## src/rtl/line_mode_pkg.sv

```systemverilog
package line_mode_pkg;

   // ---------------------------------------------------------------------
   // Register map (byte addresses on the AXI4-Lite slave)
   // ---------------------------------------------------------------------
   localparam logic [7:0] ctrl_addr       = 8'h00;
   localparam logic [7:0] status_addr     = 8'h04;
   localparam logic [7:0] irq_status_addr = 8'h08;
   localparam logic [7:0] irq_enable_addr = 8'h0c;
   localparam logic [7:0] irq_clear_addr  = 8'h10;

   // ---------------------------------------------------------------------
   // Control register fields
   // ---------------------------------------------------------------------
   localparam int ctrl_gain_bit   = 0;
   localparam int ctrl_extclk_bit = 1;
   localparam int ctrl_width      = 2;
   localparam logic [ctrl_width-1:0] ctrl_reset = 2'h0;

   // ---------------------------------------------------------------------
   // Status register fields
   // ---------------------------------------------------------------------
   localparam int st_mode_lsb   = 0;
   localparam int st_pol_bit    = 3;
   localparam int st_meter_bit  = 4;
   localparam int st_therm_bit  = 5;
   localparam int st_hook_bit   = 6;
   localparam int st_ac_bit     = 7;
   localparam int st_ring_v_bit = 8;
   localparam int st_width      = 9;

   // ---------------------------------------------------------------------
   // Interrupt event bits
   // ---------------------------------------------------------------------
   localparam int ev_mode_bit  = 0;
   localparam int ev_hook_bit  = 1;
   localparam int ev_therm_bit = 2;
   localparam int ev_width     = 3;
   localparam logic [ev_width-1:0] ev_reset = 3'h0;

   // ---------------------------------------------------------------------
   // AXI responses
   // ---------------------------------------------------------------------
   localparam logic [1:0] resp_okay   = 2'h0;
   localparam logic [1:0] resp_slverr = 2'h2;

   // ---------------------------------------------------------------------
   // Operating modes
   // ---------------------------------------------------------------------
   typedef enum logic [2:0] {
      mode_power_down = 3'b000,
      mode_hiz_feed   = 3'b001,
      mode_active     = 3'b010,
      mode_ringing    = 3'b011
   } op_mode_type;

endpackage : line_mode_pkg

```

## src/rtl/line_interface_mode_control.sv

```systemverilog
// Function
// - Mode chosen from power pin and mode pins
// - Power on, pin a high, b low: ringing
// - Pin b high: active, metering, polarity
// - Metering active state for both polarities
// - Loop status output is active low
// - Loop status output is open drain
// - Hi-z feed: off-hook drives loop status low
// - Power down: line off, detectors disabled
// - Over temperature forces power down
// - Cooling below hysteresis restores previous mode
// - AC transmission only in active mode
// - Gain set selects receive/transmit gains
// - Converter uses external or internal clock
// - Ringing raises battery target to -70 V
// - Third pin sets direct or reverse polarity in active and ringing modes
`timescale 1ns/1ps
`default_nettype none

module line_interface_mode_control
   import line_mode_pkg::*;
(
   input  wire logic        aclk,
   input  wire logic        aresetn,
   input  wire logic        clk_en,
   input  wire logic        line_power_on_pin,
   input  wire logic        mode_pin_a,
   input  wire logic        mode_pin_b,
   input  wire logic        polarity_ring_pin,
   input  wire logic        off_hook_in,
   input  wire logic        over_temp_in,
   input  wire logic        metering_tone_clock,
   input  wire logic        conv_clk_ext,
   input  wire logic        conv_clk_int,
   input  wire logic        loop_status_n_i,
   output logic             loop_status_n_o,
   output logic             loop_status_n_oe,
   output logic             line_drive_en,
   output logic             reverse_polarity,
   output logic             metering_en,
   output logic             metering_tone,
   output logic             ac_tx_en,
   output logic             gain_high,
   output logic             ring_battery_high,
   output logic             conv_clk_sel_ext,
   output logic             conv_clk_out,
   output logic             irq,
   input  wire logic [7:0]  s_axi_awaddr,
   input  wire logic        s_axi_awvalid,
   output logic             s_axi_awready,
   input  wire logic [31:0] s_axi_wdata,
   input  wire logic [3:0]  s_axi_wstrb,
   input  wire logic        s_axi_wvalid,
   output logic             s_axi_wready,
   output logic [1:0]       s_axi_bresp,
   output logic             s_axi_bvalid,
   input  wire logic        s_axi_bready,
   input  wire logic [7:0]  s_axi_araddr,
   input  wire logic        s_axi_arvalid,
   output logic             s_axi_arready,
   output logic [31:0]      s_axi_rdata,
   output logic [1:0]       s_axi_rresp,
   output logic             s_axi_rvalid,
   input  wire logic        s_axi_rready
);

   import line_mode_pkg::*;

   // --------------------------------------------------------------------
   // Pin synchronisers
   // --------------------------------------------------------------------
   // Pins change with no relation to aclk, so each takes two flops first.
   localparam int n_pins = 7;
   logic [n_pins-1:0] pin_raw;
   logic [n_pins-1:0] sync1_reg;
   logic [n_pins-1:0] sync2_reg;
   logic [n_pins-1:0] sync1_next;
   logic [n_pins-1:0] sync2_next;

   assign pin_raw = {metering_tone_clock, over_temp_in, off_hook_in,
                     polarity_ring_pin, mode_pin_b, mode_pin_a,
                     line_power_on_pin};

   // Synchroniser next values; only the second stage is read by logic.
   always_comb begin
      sync1_next = sync1_reg;
      sync2_next = sync2_reg;
      if (!aresetn) begin
         sync1_next = '0;
         sync2_next = '0;
      end else if (clk_en) begin
         sync1_next = pin_raw;
         sync2_next = sync1_reg;
      end
   end

   always_ff @(posedge aclk) begin
      sync1_reg <= sync1_next;
      sync2_reg <= sync2_next;
   end

   logic pwr_s, pa_s, pb_s, pol_s, hook_s, temp_s, tone_s;
   assign {tone_s, temp_s, hook_s, pol_s, pb_s, pa_s, pwr_s} = sync2_reg;

   // --------------------------------------------------------------------
   // Mode decode
   // --------------------------------------------------------------------
   op_mode_type sel_mode;
   op_mode_type mode;

   // Decode of the pin selection; the third pin never affects the mode.
   always_comb begin
      if (pb_s)
         sel_mode = mode_active;
      else if (!pwr_s)
         sel_mode = mode_power_down;
      else if (pa_s)
         sel_mode = mode_ringing;
      else
         sel_mode = mode_hiz_feed;
   end

   // Thermal overload overrides the pins; since the selection is never
   // stored, the pin mode returns as soon as the sensor clears.
   assign mode = temp_s ? mode_power_down : sel_mode;

   // --------------------------------------------------------------------
   // Control register and outputs
   // --------------------------------------------------------------------
   logic [ctrl_width-1:0] ctrl_reg;
   logic [ctrl_width-1:0] ctrl_next;
   logic [ev_width-1:0]   ev_status_reg, ev_status_next;
   logic [ev_width-1:0]   ev_enable_reg, ev_enable_next;
   op_mode_type           mode_reg, mode_next;
   logic                  hook_reg, hook_next;
   logic                  temp_reg, temp_next;
   logic                  det_active;
   logic [ev_width-1:0]   ev_pulse;

   // Detector only runs where the line is fed; power down silences it.
   assign det_active = hook_s && (mode != mode_power_down);
   assign loop_status_n_o  = 1'b0;
   assign loop_status_n_oe = det_active;

   // Output state registered from the decoded mode.
   logic line_drive_reg, rev_reg, met_reg, tone_reg, ac_reg, ring_reg;
   logic line_drive_nx, rev_nx, met_nx, tone_nx, ac_nx, ring_nx;

   always_comb begin
      line_drive_nx = line_drive_reg;
      rev_nx  = rev_reg;
      met_nx  = met_reg;
      tone_nx = tone_reg;
      ac_nx   = ac_reg;
      ring_nx = ring_reg;
      if (!aresetn) begin
         line_drive_nx = 1'b0;
         rev_nx  = 1'b0;
         met_nx  = 1'b0;
         tone_nx = 1'b0;
         ac_nx   = 1'b0;
         ring_nx = 1'b0;
      end else if (clk_en) begin
         line_drive_nx = (mode != mode_power_down);
         rev_nx  = (mode == mode_active || mode == mode_ringing)
                   && pol_s;
         met_nx  = (mode == mode_active) && pa_s;
         tone_nx = (mode == mode_active) && pa_s && tone_s;
         ac_nx   = (mode == mode_active);
         ring_nx = (mode == mode_ringing);
      end
   end

   always_ff @(posedge aclk) begin
      line_drive_reg <= line_drive_nx;
      rev_reg  <= rev_nx;
      met_reg  <= met_nx;
      tone_reg <= tone_nx;
      ac_reg   <= ac_nx;
      ring_reg <= ring_nx;
   end

   assign line_drive_en     = line_drive_reg;
   assign reverse_polarity  = rev_reg;
   assign metering_en       = met_reg;
   assign metering_tone     = tone_reg;
   assign ac_tx_en          = ac_reg;
   assign ring_battery_high = ring_reg;
   // Gain set only matters while active; elsewhere there is no AC path.
   assign gain_high = ac_reg && ctrl_reg[ctrl_gain_bit];
   // Clock mux is combinational: a glitch-free switch would need both
   // clocks running, which the internal oscillator cannot promise.
   assign conv_clk_sel_ext = ctrl_reg[ctrl_extclk_bit];
   assign conv_clk_out = ctrl_reg[ctrl_extclk_bit] ? conv_clk_ext
                                                   : conv_clk_int;

   // --------------------------------------------------------------------
   // Events and interrupt
   // --------------------------------------------------------------------
   assign ev_pulse[ev_mode_bit]  = (mode != mode_reg);
   assign ev_pulse[ev_hook_bit]  = (det_active != hook_reg);
   assign ev_pulse[ev_therm_bit] = (temp_s != temp_reg);
   assign irq = |(ev_status_reg & ev_enable_reg);

   // --------------------------------------------------------------------
   // AXI4-Lite slave
   // --------------------------------------------------------------------
   logic        aw_ok, wr_go, rd_go;
   logic        bvalid_reg, bvalid_next;
   logic [1:0]  bresp_reg, bresp_next;
   logic        rvalid_reg, rvalid_next;
   logic [1:0]  rresp_reg, rresp_next;
   logic [31:0] rdata_reg, rdata_next;
   logic [31:0] status_word;

   // Address and data are taken together, so either order works.
   // Ready rises only when the edge really takes the request; a frozen
   // block must not signal a transfer that it would then drop.
   assign aw_ok = s_axi_awvalid && s_axi_wvalid && !bvalid_reg;
   assign wr_go = aw_ok && clk_en;
   assign s_axi_awready = wr_go;
   assign s_axi_wready  = wr_go;
   assign s_axi_arready = !rvalid_reg && clk_en;
   assign rd_go = s_axi_arvalid && s_axi_arready;

   assign status_word = {23'h0, ring_reg, ac_reg, det_active, temp_s,
                         met_reg, rev_reg, mode};

   // Bus, control and event state.
   always_comb begin
      ctrl_next      = ctrl_reg;
      ev_status_next = ev_status_reg;
      ev_enable_next = ev_enable_reg;
      mode_next      = mode_reg;
      hook_next      = hook_reg;
      temp_next      = temp_reg;
      bvalid_next    = bvalid_reg;
      bresp_next     = bresp_reg;
      rvalid_next    = rvalid_reg;
      rresp_next     = rresp_reg;
      rdata_next     = rdata_reg;
      if (!aresetn) begin
         ctrl_next      = ctrl_reset;
         ev_status_next = ev_reset;
         ev_enable_next = ev_reset;
         mode_next      = mode_power_down;
         hook_next      = 1'b0;
         temp_next      = 1'b0;
         bvalid_next    = 1'b0;
         bresp_next     = resp_okay;
         rvalid_next    = 1'b0;
         rresp_next     = resp_okay;
         rdata_next     = 32'h0;
      end else if (clk_en) begin
         mode_next = mode;
         hook_next = det_active;
         temp_next = temp_s;
         if (bvalid_reg && s_axi_bready)
            bvalid_next = 1'b0;
         if (rvalid_reg && s_axi_rready)
            rvalid_next = 1'b0;
         if (wr_go) begin
            bvalid_next = 1'b1;
            bresp_next  = resp_okay;
            case (s_axi_awaddr)
               ctrl_addr:
                  if (s_axi_wstrb[0])
                     ctrl_next = s_axi_wdata[ctrl_width-1:0];
               irq_enable_addr:
                  if (s_axi_wstrb[0])
                     ev_enable_next = s_axi_wdata[ev_width-1:0];
               irq_clear_addr:
                  if (s_axi_wstrb[0])
                     ev_status_next = ev_status_reg
                                      & ~s_axi_wdata[ev_width-1:0];
               status_addr, irq_status_addr: ;
               default: bresp_next = resp_slverr;
            endcase
         end
         // New events win over a clear in the same cycle.
         ev_status_next = ev_status_next | ev_pulse;
         if (rd_go) begin
            rvalid_next = 1'b1;
            rresp_next  = resp_okay;
            case (s_axi_araddr)
               ctrl_addr:       rdata_next = {30'h0, ctrl_reg};
               status_addr:     rdata_next = status_word;
               irq_status_addr: rdata_next = {29'h0, ev_status_reg};
               irq_enable_addr: rdata_next = {29'h0, ev_enable_reg};
               irq_clear_addr:  rdata_next = 32'h0;
               default: begin
                  rdata_next = 32'h0;
                  rresp_next = resp_slverr;
               end
            endcase
         end
      end
   end

   always_ff @(posedge aclk) begin
      ctrl_reg      <= ctrl_next;
      ev_status_reg <= ev_status_next;
      ev_enable_reg <= ev_enable_next;
      mode_reg      <= mode_next;
      hook_reg      <= hook_next;
      temp_reg      <= temp_next;
      bvalid_reg    <= bvalid_next;
      bresp_reg     <= bresp_next;
      rvalid_reg    <= rvalid_next;
      rresp_reg     <= rresp_next;
      rdata_reg     <= rdata_next;
   end

   assign s_axi_bvalid = bvalid_reg;
   assign s_axi_bresp  = bresp_reg;
   assign s_axi_rvalid = rvalid_reg;
   assign s_axi_rresp  = rresp_reg;
   assign s_axi_rdata  = rdata_reg;

endmodule : line_interface_mode_control

`default_nettype wire

```

## config.mk

```make
export PLATFORM = sky130hd
export DESIGN_NAME = line_interface_mode_control
export DESIGN_NICKNAME = d
export VERILOG_FILES = /design/src/rtl/line_mode_pkg.sv /design/src/rtl/line_interface_mode_control.sv
export SDC_FILE = /design/constraint.sdc
export NUM_CORES = 1
export LEC_CHECK = 0
export BUFFER_PORTS_ARGS = -buffer_cell sky130_fd_sc_hd__clkbuf_2
export CORE_UTILIZATION = 44
export DETAILED_ROUTE_END_ITERATION = 6
export PLACE_DENSITY = 0.82
export SYNTH_ARGS = -nofsm -noshare
export SYNTH_HDL_FRONTEND = slang
export SYNTH_SLANG_ARGS = --single-unit
```

## constraint.sdc

```tcl
create_clock -name aclk -period 1.7 [get_ports aclk]
set_input_delay 0.085 -clock aclk [delete_from_list [all_inputs] [get_ports aclk]]
set_output_delay 0.085 -clock aclk [all_outputs]
set_load 0.01 [all_outputs]
```

==> metrics.log <==
INFO  metric fmaxAchievable = 0.671 GHz
INFO  metric cp_capture_type = output pin
INFO  metric floorplan.die_area = 5340 sq um
INFO  metric initial_utilization = 46.4%
INFO  metric metal1_wirelength = 1990 microns
INFO  metric final_layout_size_suffix_gt1_share = 29.9%
INFO  metric core_region_area = about 4800 sq um
INFO  metric dieHeight = 73.1 microns
INFO  metric total_leakage_power = roughly 1.2 nW
INFO  metric period_needed = between 1 and 1.5 ns
INFO  metric grtUsageTotal = 16.3%
INFO  metric final_setup_fails = 0
INFO  metric htreeDepth = 2
INFO  metric place.port_buffers = 63
INFO  metric synth-warning-count = 0
INFO  metric clock_buffers_created_by_tritoncts = 5
INFO  metric min_path_cells = 3
INFO  metric synth-edff-count = 0
INFO  metric largest_register_ff_count = 9
INFO  metric dr.first_iter.drc_count = 85
INFO  metric grt_pass1_wl = 6600 microns
INFO  metric mostFrequentLayoutCell = clkbuf_2
INFO  metric postSynthRegisterBits = 45
INFO  metric path_max_fanout = 7
INFO  metric layout.cell_area.non_filler = 2590 sq um
INFO  metric drt_first_pass_iters = 4
INFO  metric rsz0062_at_grt = no
INFO  metric num-fill-cells = 442
INFO  metric r2r-end = ev_status_reg[1]$_SDFFE_PN0P_
INFO  metric cp.arrival = ~1.4 ns
INFO  metric rr_startpoint = s_axi_bvalid$_SDFFE_PN0P_
INFO  metric report.final.slew_viol_count = 0
INFO  metric dominantRegCellSynth = dfxtp_1
INFO  metric final.setup.worst_slack = 0.209 ns
INFO  metric detail_route.wl_per_cell = 11.9 microns
INFO  metric clk_latency = 0.30 ns
INFO  metric postRouteWirelength = 4240 microns
INFO  metric fp.dieW = 73.1 microns
INFO  metric detailedPlacementHpwl = ~3200 microns
INFO  metric highest_layer = met4
INFO  metric cp-start-kind = register
INFO  metric dpl_worst_slack = approximately 0.14 ns
INFO  metric run_status = completed
INFO  metric met2_wirelength = 1930 microns
INFO  metric synth.distinct_cells = 42
INFO  metric grt_start_max_net_pins = 33
INFO  metric clk_transition_reported_paths = about 0.08 ns
INFO  metric seq_area_frac_synth = 40.5%
INFO  metric cts_root_buf = clkbuf_8
INFO  metric count_of_boundary_i_o_pins = 123
INFO  metric ff2ff_setup_slack = approximately 0.21 ns
INFO  metric ir_worst_vdd = about 0.32 mV
INFO  metric grt_overflow_total = 0
INFO  metric power_per_cell_area = about 760 nW/um^2
INFO  metric cap_viol_max_count = 0
INFO  metric route.met3.wl = 291 microns
INFO  metric synthesis.instances = 226
INFO  metric num_rows = 25
INFO  metric min_path_type = in2reg
INFO  metric layout_worst_path_cycle_share = between 80% and 90%
INFO  metric async_reset_ff_share = 0%
INFO  metric timing.final.hold_violations = 0
INFO  metric cts.sink_count = 45
INFO  metric antenna_cells = 0
INFO  metric most-common-layout-cells = clkbuf_2 (63), dfxtp_1 (45), nor2b_1 (33)
INFO  metric antenna_left = 0
INFO  metric r2r.worst_path.cells = 4
INFO  metric fin_setup_tns = 0 ns
INFO  metric routed_vias_inst = approximately 4.8
INFO  metric antenna_found_initial = 0
INFO  metric synthesis.area_per_instance = 9.83 sq um
INFO  metric layout.nets = 357
INFO  metric placement.cell_area = 2500 sq um
INFO  metric place_congestion = 0.786
INFO  metric ctsLongestPathBuffers = 2
INFO  metric worst-setup-path-type = reg2out
INFO  metric worst-endpoint-required = 1.62 ns
INFO  metric area.growth.synth_to_final = 16.5%
INFO  metric final.setup_skew = ~0.004 ns
INFO  metric synthesis.area = ~2200 sq um
INFO  metric startpoint_of_the_tightest_hold_check_path = line_power_on_pin
INFO  metric drc_errors = 0
INFO  metric tritoncts = yes
INFO  metric via_count = 1702
INFO  metric first_global_vias = 1444
INFO  metric holdPathEnd = sync1_reg[0]$_SDFFE_PN0P_
-- worst max-delay path, stage by stage (launching register included) --
cell and delay [ns]:
dfxtp_1 0.38, buf_4 0.18, nor3b_2 0.24, buf_4 0.18
clkbuf_2 0.13
-- where the power goes --
group          total (mW)  leakage (nW)  switching (mW)  internal [mW]
clock               0.643        0.0385           0.352          0.291
combinational       0.228         0.779           0.129         0.0992
sequential           1.10         0.365          0.0184           1.08
-- kinds of logic (layout without fill, tap and decap cells) --
kind of cell | count (synthesis) | after routing | synth area share, %
flops | 45 | 45 | 40.5
buf+inv | 42 | 79 | 11.9
simple gates | 76 | 76 | 22.5
mux | 29 | 29 | 14.2
other cells | 1 | 26 | 0.169
xor+xnor | 3 | 3 | 1.18
compound gates | 30 | 30 | 9.46
-- metrics by stage --
| step | hold slack (ns) | power [mW] | instances | util, % |
|---|---|---|---|---|
| global route | 0.0415 | 2.06 | 355 | 54.1 |
| global placement | 0.341 | 1.34 | 347 | 52.2 |
| detailed placement | 0.350 | 1.35 | 347 | 52.2 |
| floorplan | 0.246 | 1.31 | 251 | - |
| finish | 0.0407 | 1.97 | 355 | 54.1 |
| CTS | 0.0326 | 1.99 | 355 | 54.0 |
-- cells in the mapped netlist, types with 2 or more instances --
cell | n | area share [%]
nor2_1 | 5 | 0.84
nand2_1 | 10 | 1.7
and3_1 | 3 | 0.84
nand2b_1 | 2 | 0.56
buf_2 | 4 | 0.90
a31oi_1 | 6 | 1.7
nand4b_1 | 2 | 0.79
inv_1 | 3 | 0.51
nor4_4 | 2 | 1.9
and2_1 | 3 | 0.84
mux4_2 | 2 | 2.0
o21ai_0 | 5 | 1.1
nand4_1 | 3 | 0.84
nor2b_1 | 33 | 9.3
clkbuf_1 | 7 | 1.2
a21oi_1 | 3 | 0.68
dfxtp_1 | 45 | 41
a22o_1 | 6 | 2.4
nor3b_1 | 3 | 1.0
a21boi_0 | 4 | 1.4
nand3_1 | 2 | 0.45
xor2_1 | 2 | 0.79
mux2i_1 | 26 | 12
buf_4 | 27 | 9.1
-- layout make-up --
cell class	instances	area, sq um	area share, %
Multi-Input combinational cell	164	1160	44.7
Sequential cell	45	901	34.8
Timing Repair Buffer	68	353	13.6
Tap cell	67	83.8	3.24
Clock buffer	7	76.3	2.95
Inverter	3	11.3	0.435
Clock inverter	1	7.51	0.290
-- worst max path at each step --
stage                              start                       endpoint
2_1_floorplan  sync2_reg[5]$_SDFFE_PN0P_  ev_status_reg[1]$_SDFFE_PN0P_
3_3_place_gp             s_axi_awaddr[0]  ev_status_reg[1]$_SDFFE_PN0P_
3_5_place_dp             s_axi_awaddr[3]       ctrl_reg[0]$_SDFFE_PN0P_
4_1_cts        sync2_reg[5]$_SDFFE_PN0P_               loop_status_n_oe
5_1_grt        sync2_reg[5]$_SDFFE_PN0P_               loop_status_n_oe
6_report       sync2_reg[5]$_SDFFE_PN0P_               loop_status_n_oe
-- repair_timing --
action / in CTS / in global routing
hold buffers: 0 / 0
endpoints found under the setup margin: 0 / 1
buffers inserted: 0 / 0
gates resized for setup: 0 / 1
-- per-layer routing --
metal  up-vias  GRT usage [%]
met5         -              0
met4         0           4.58
met3         4           5.66
met2        69           24.6
met1       772           22.1
li1        857              -
No activity file was read; power rests on OpenSTA's default activity.
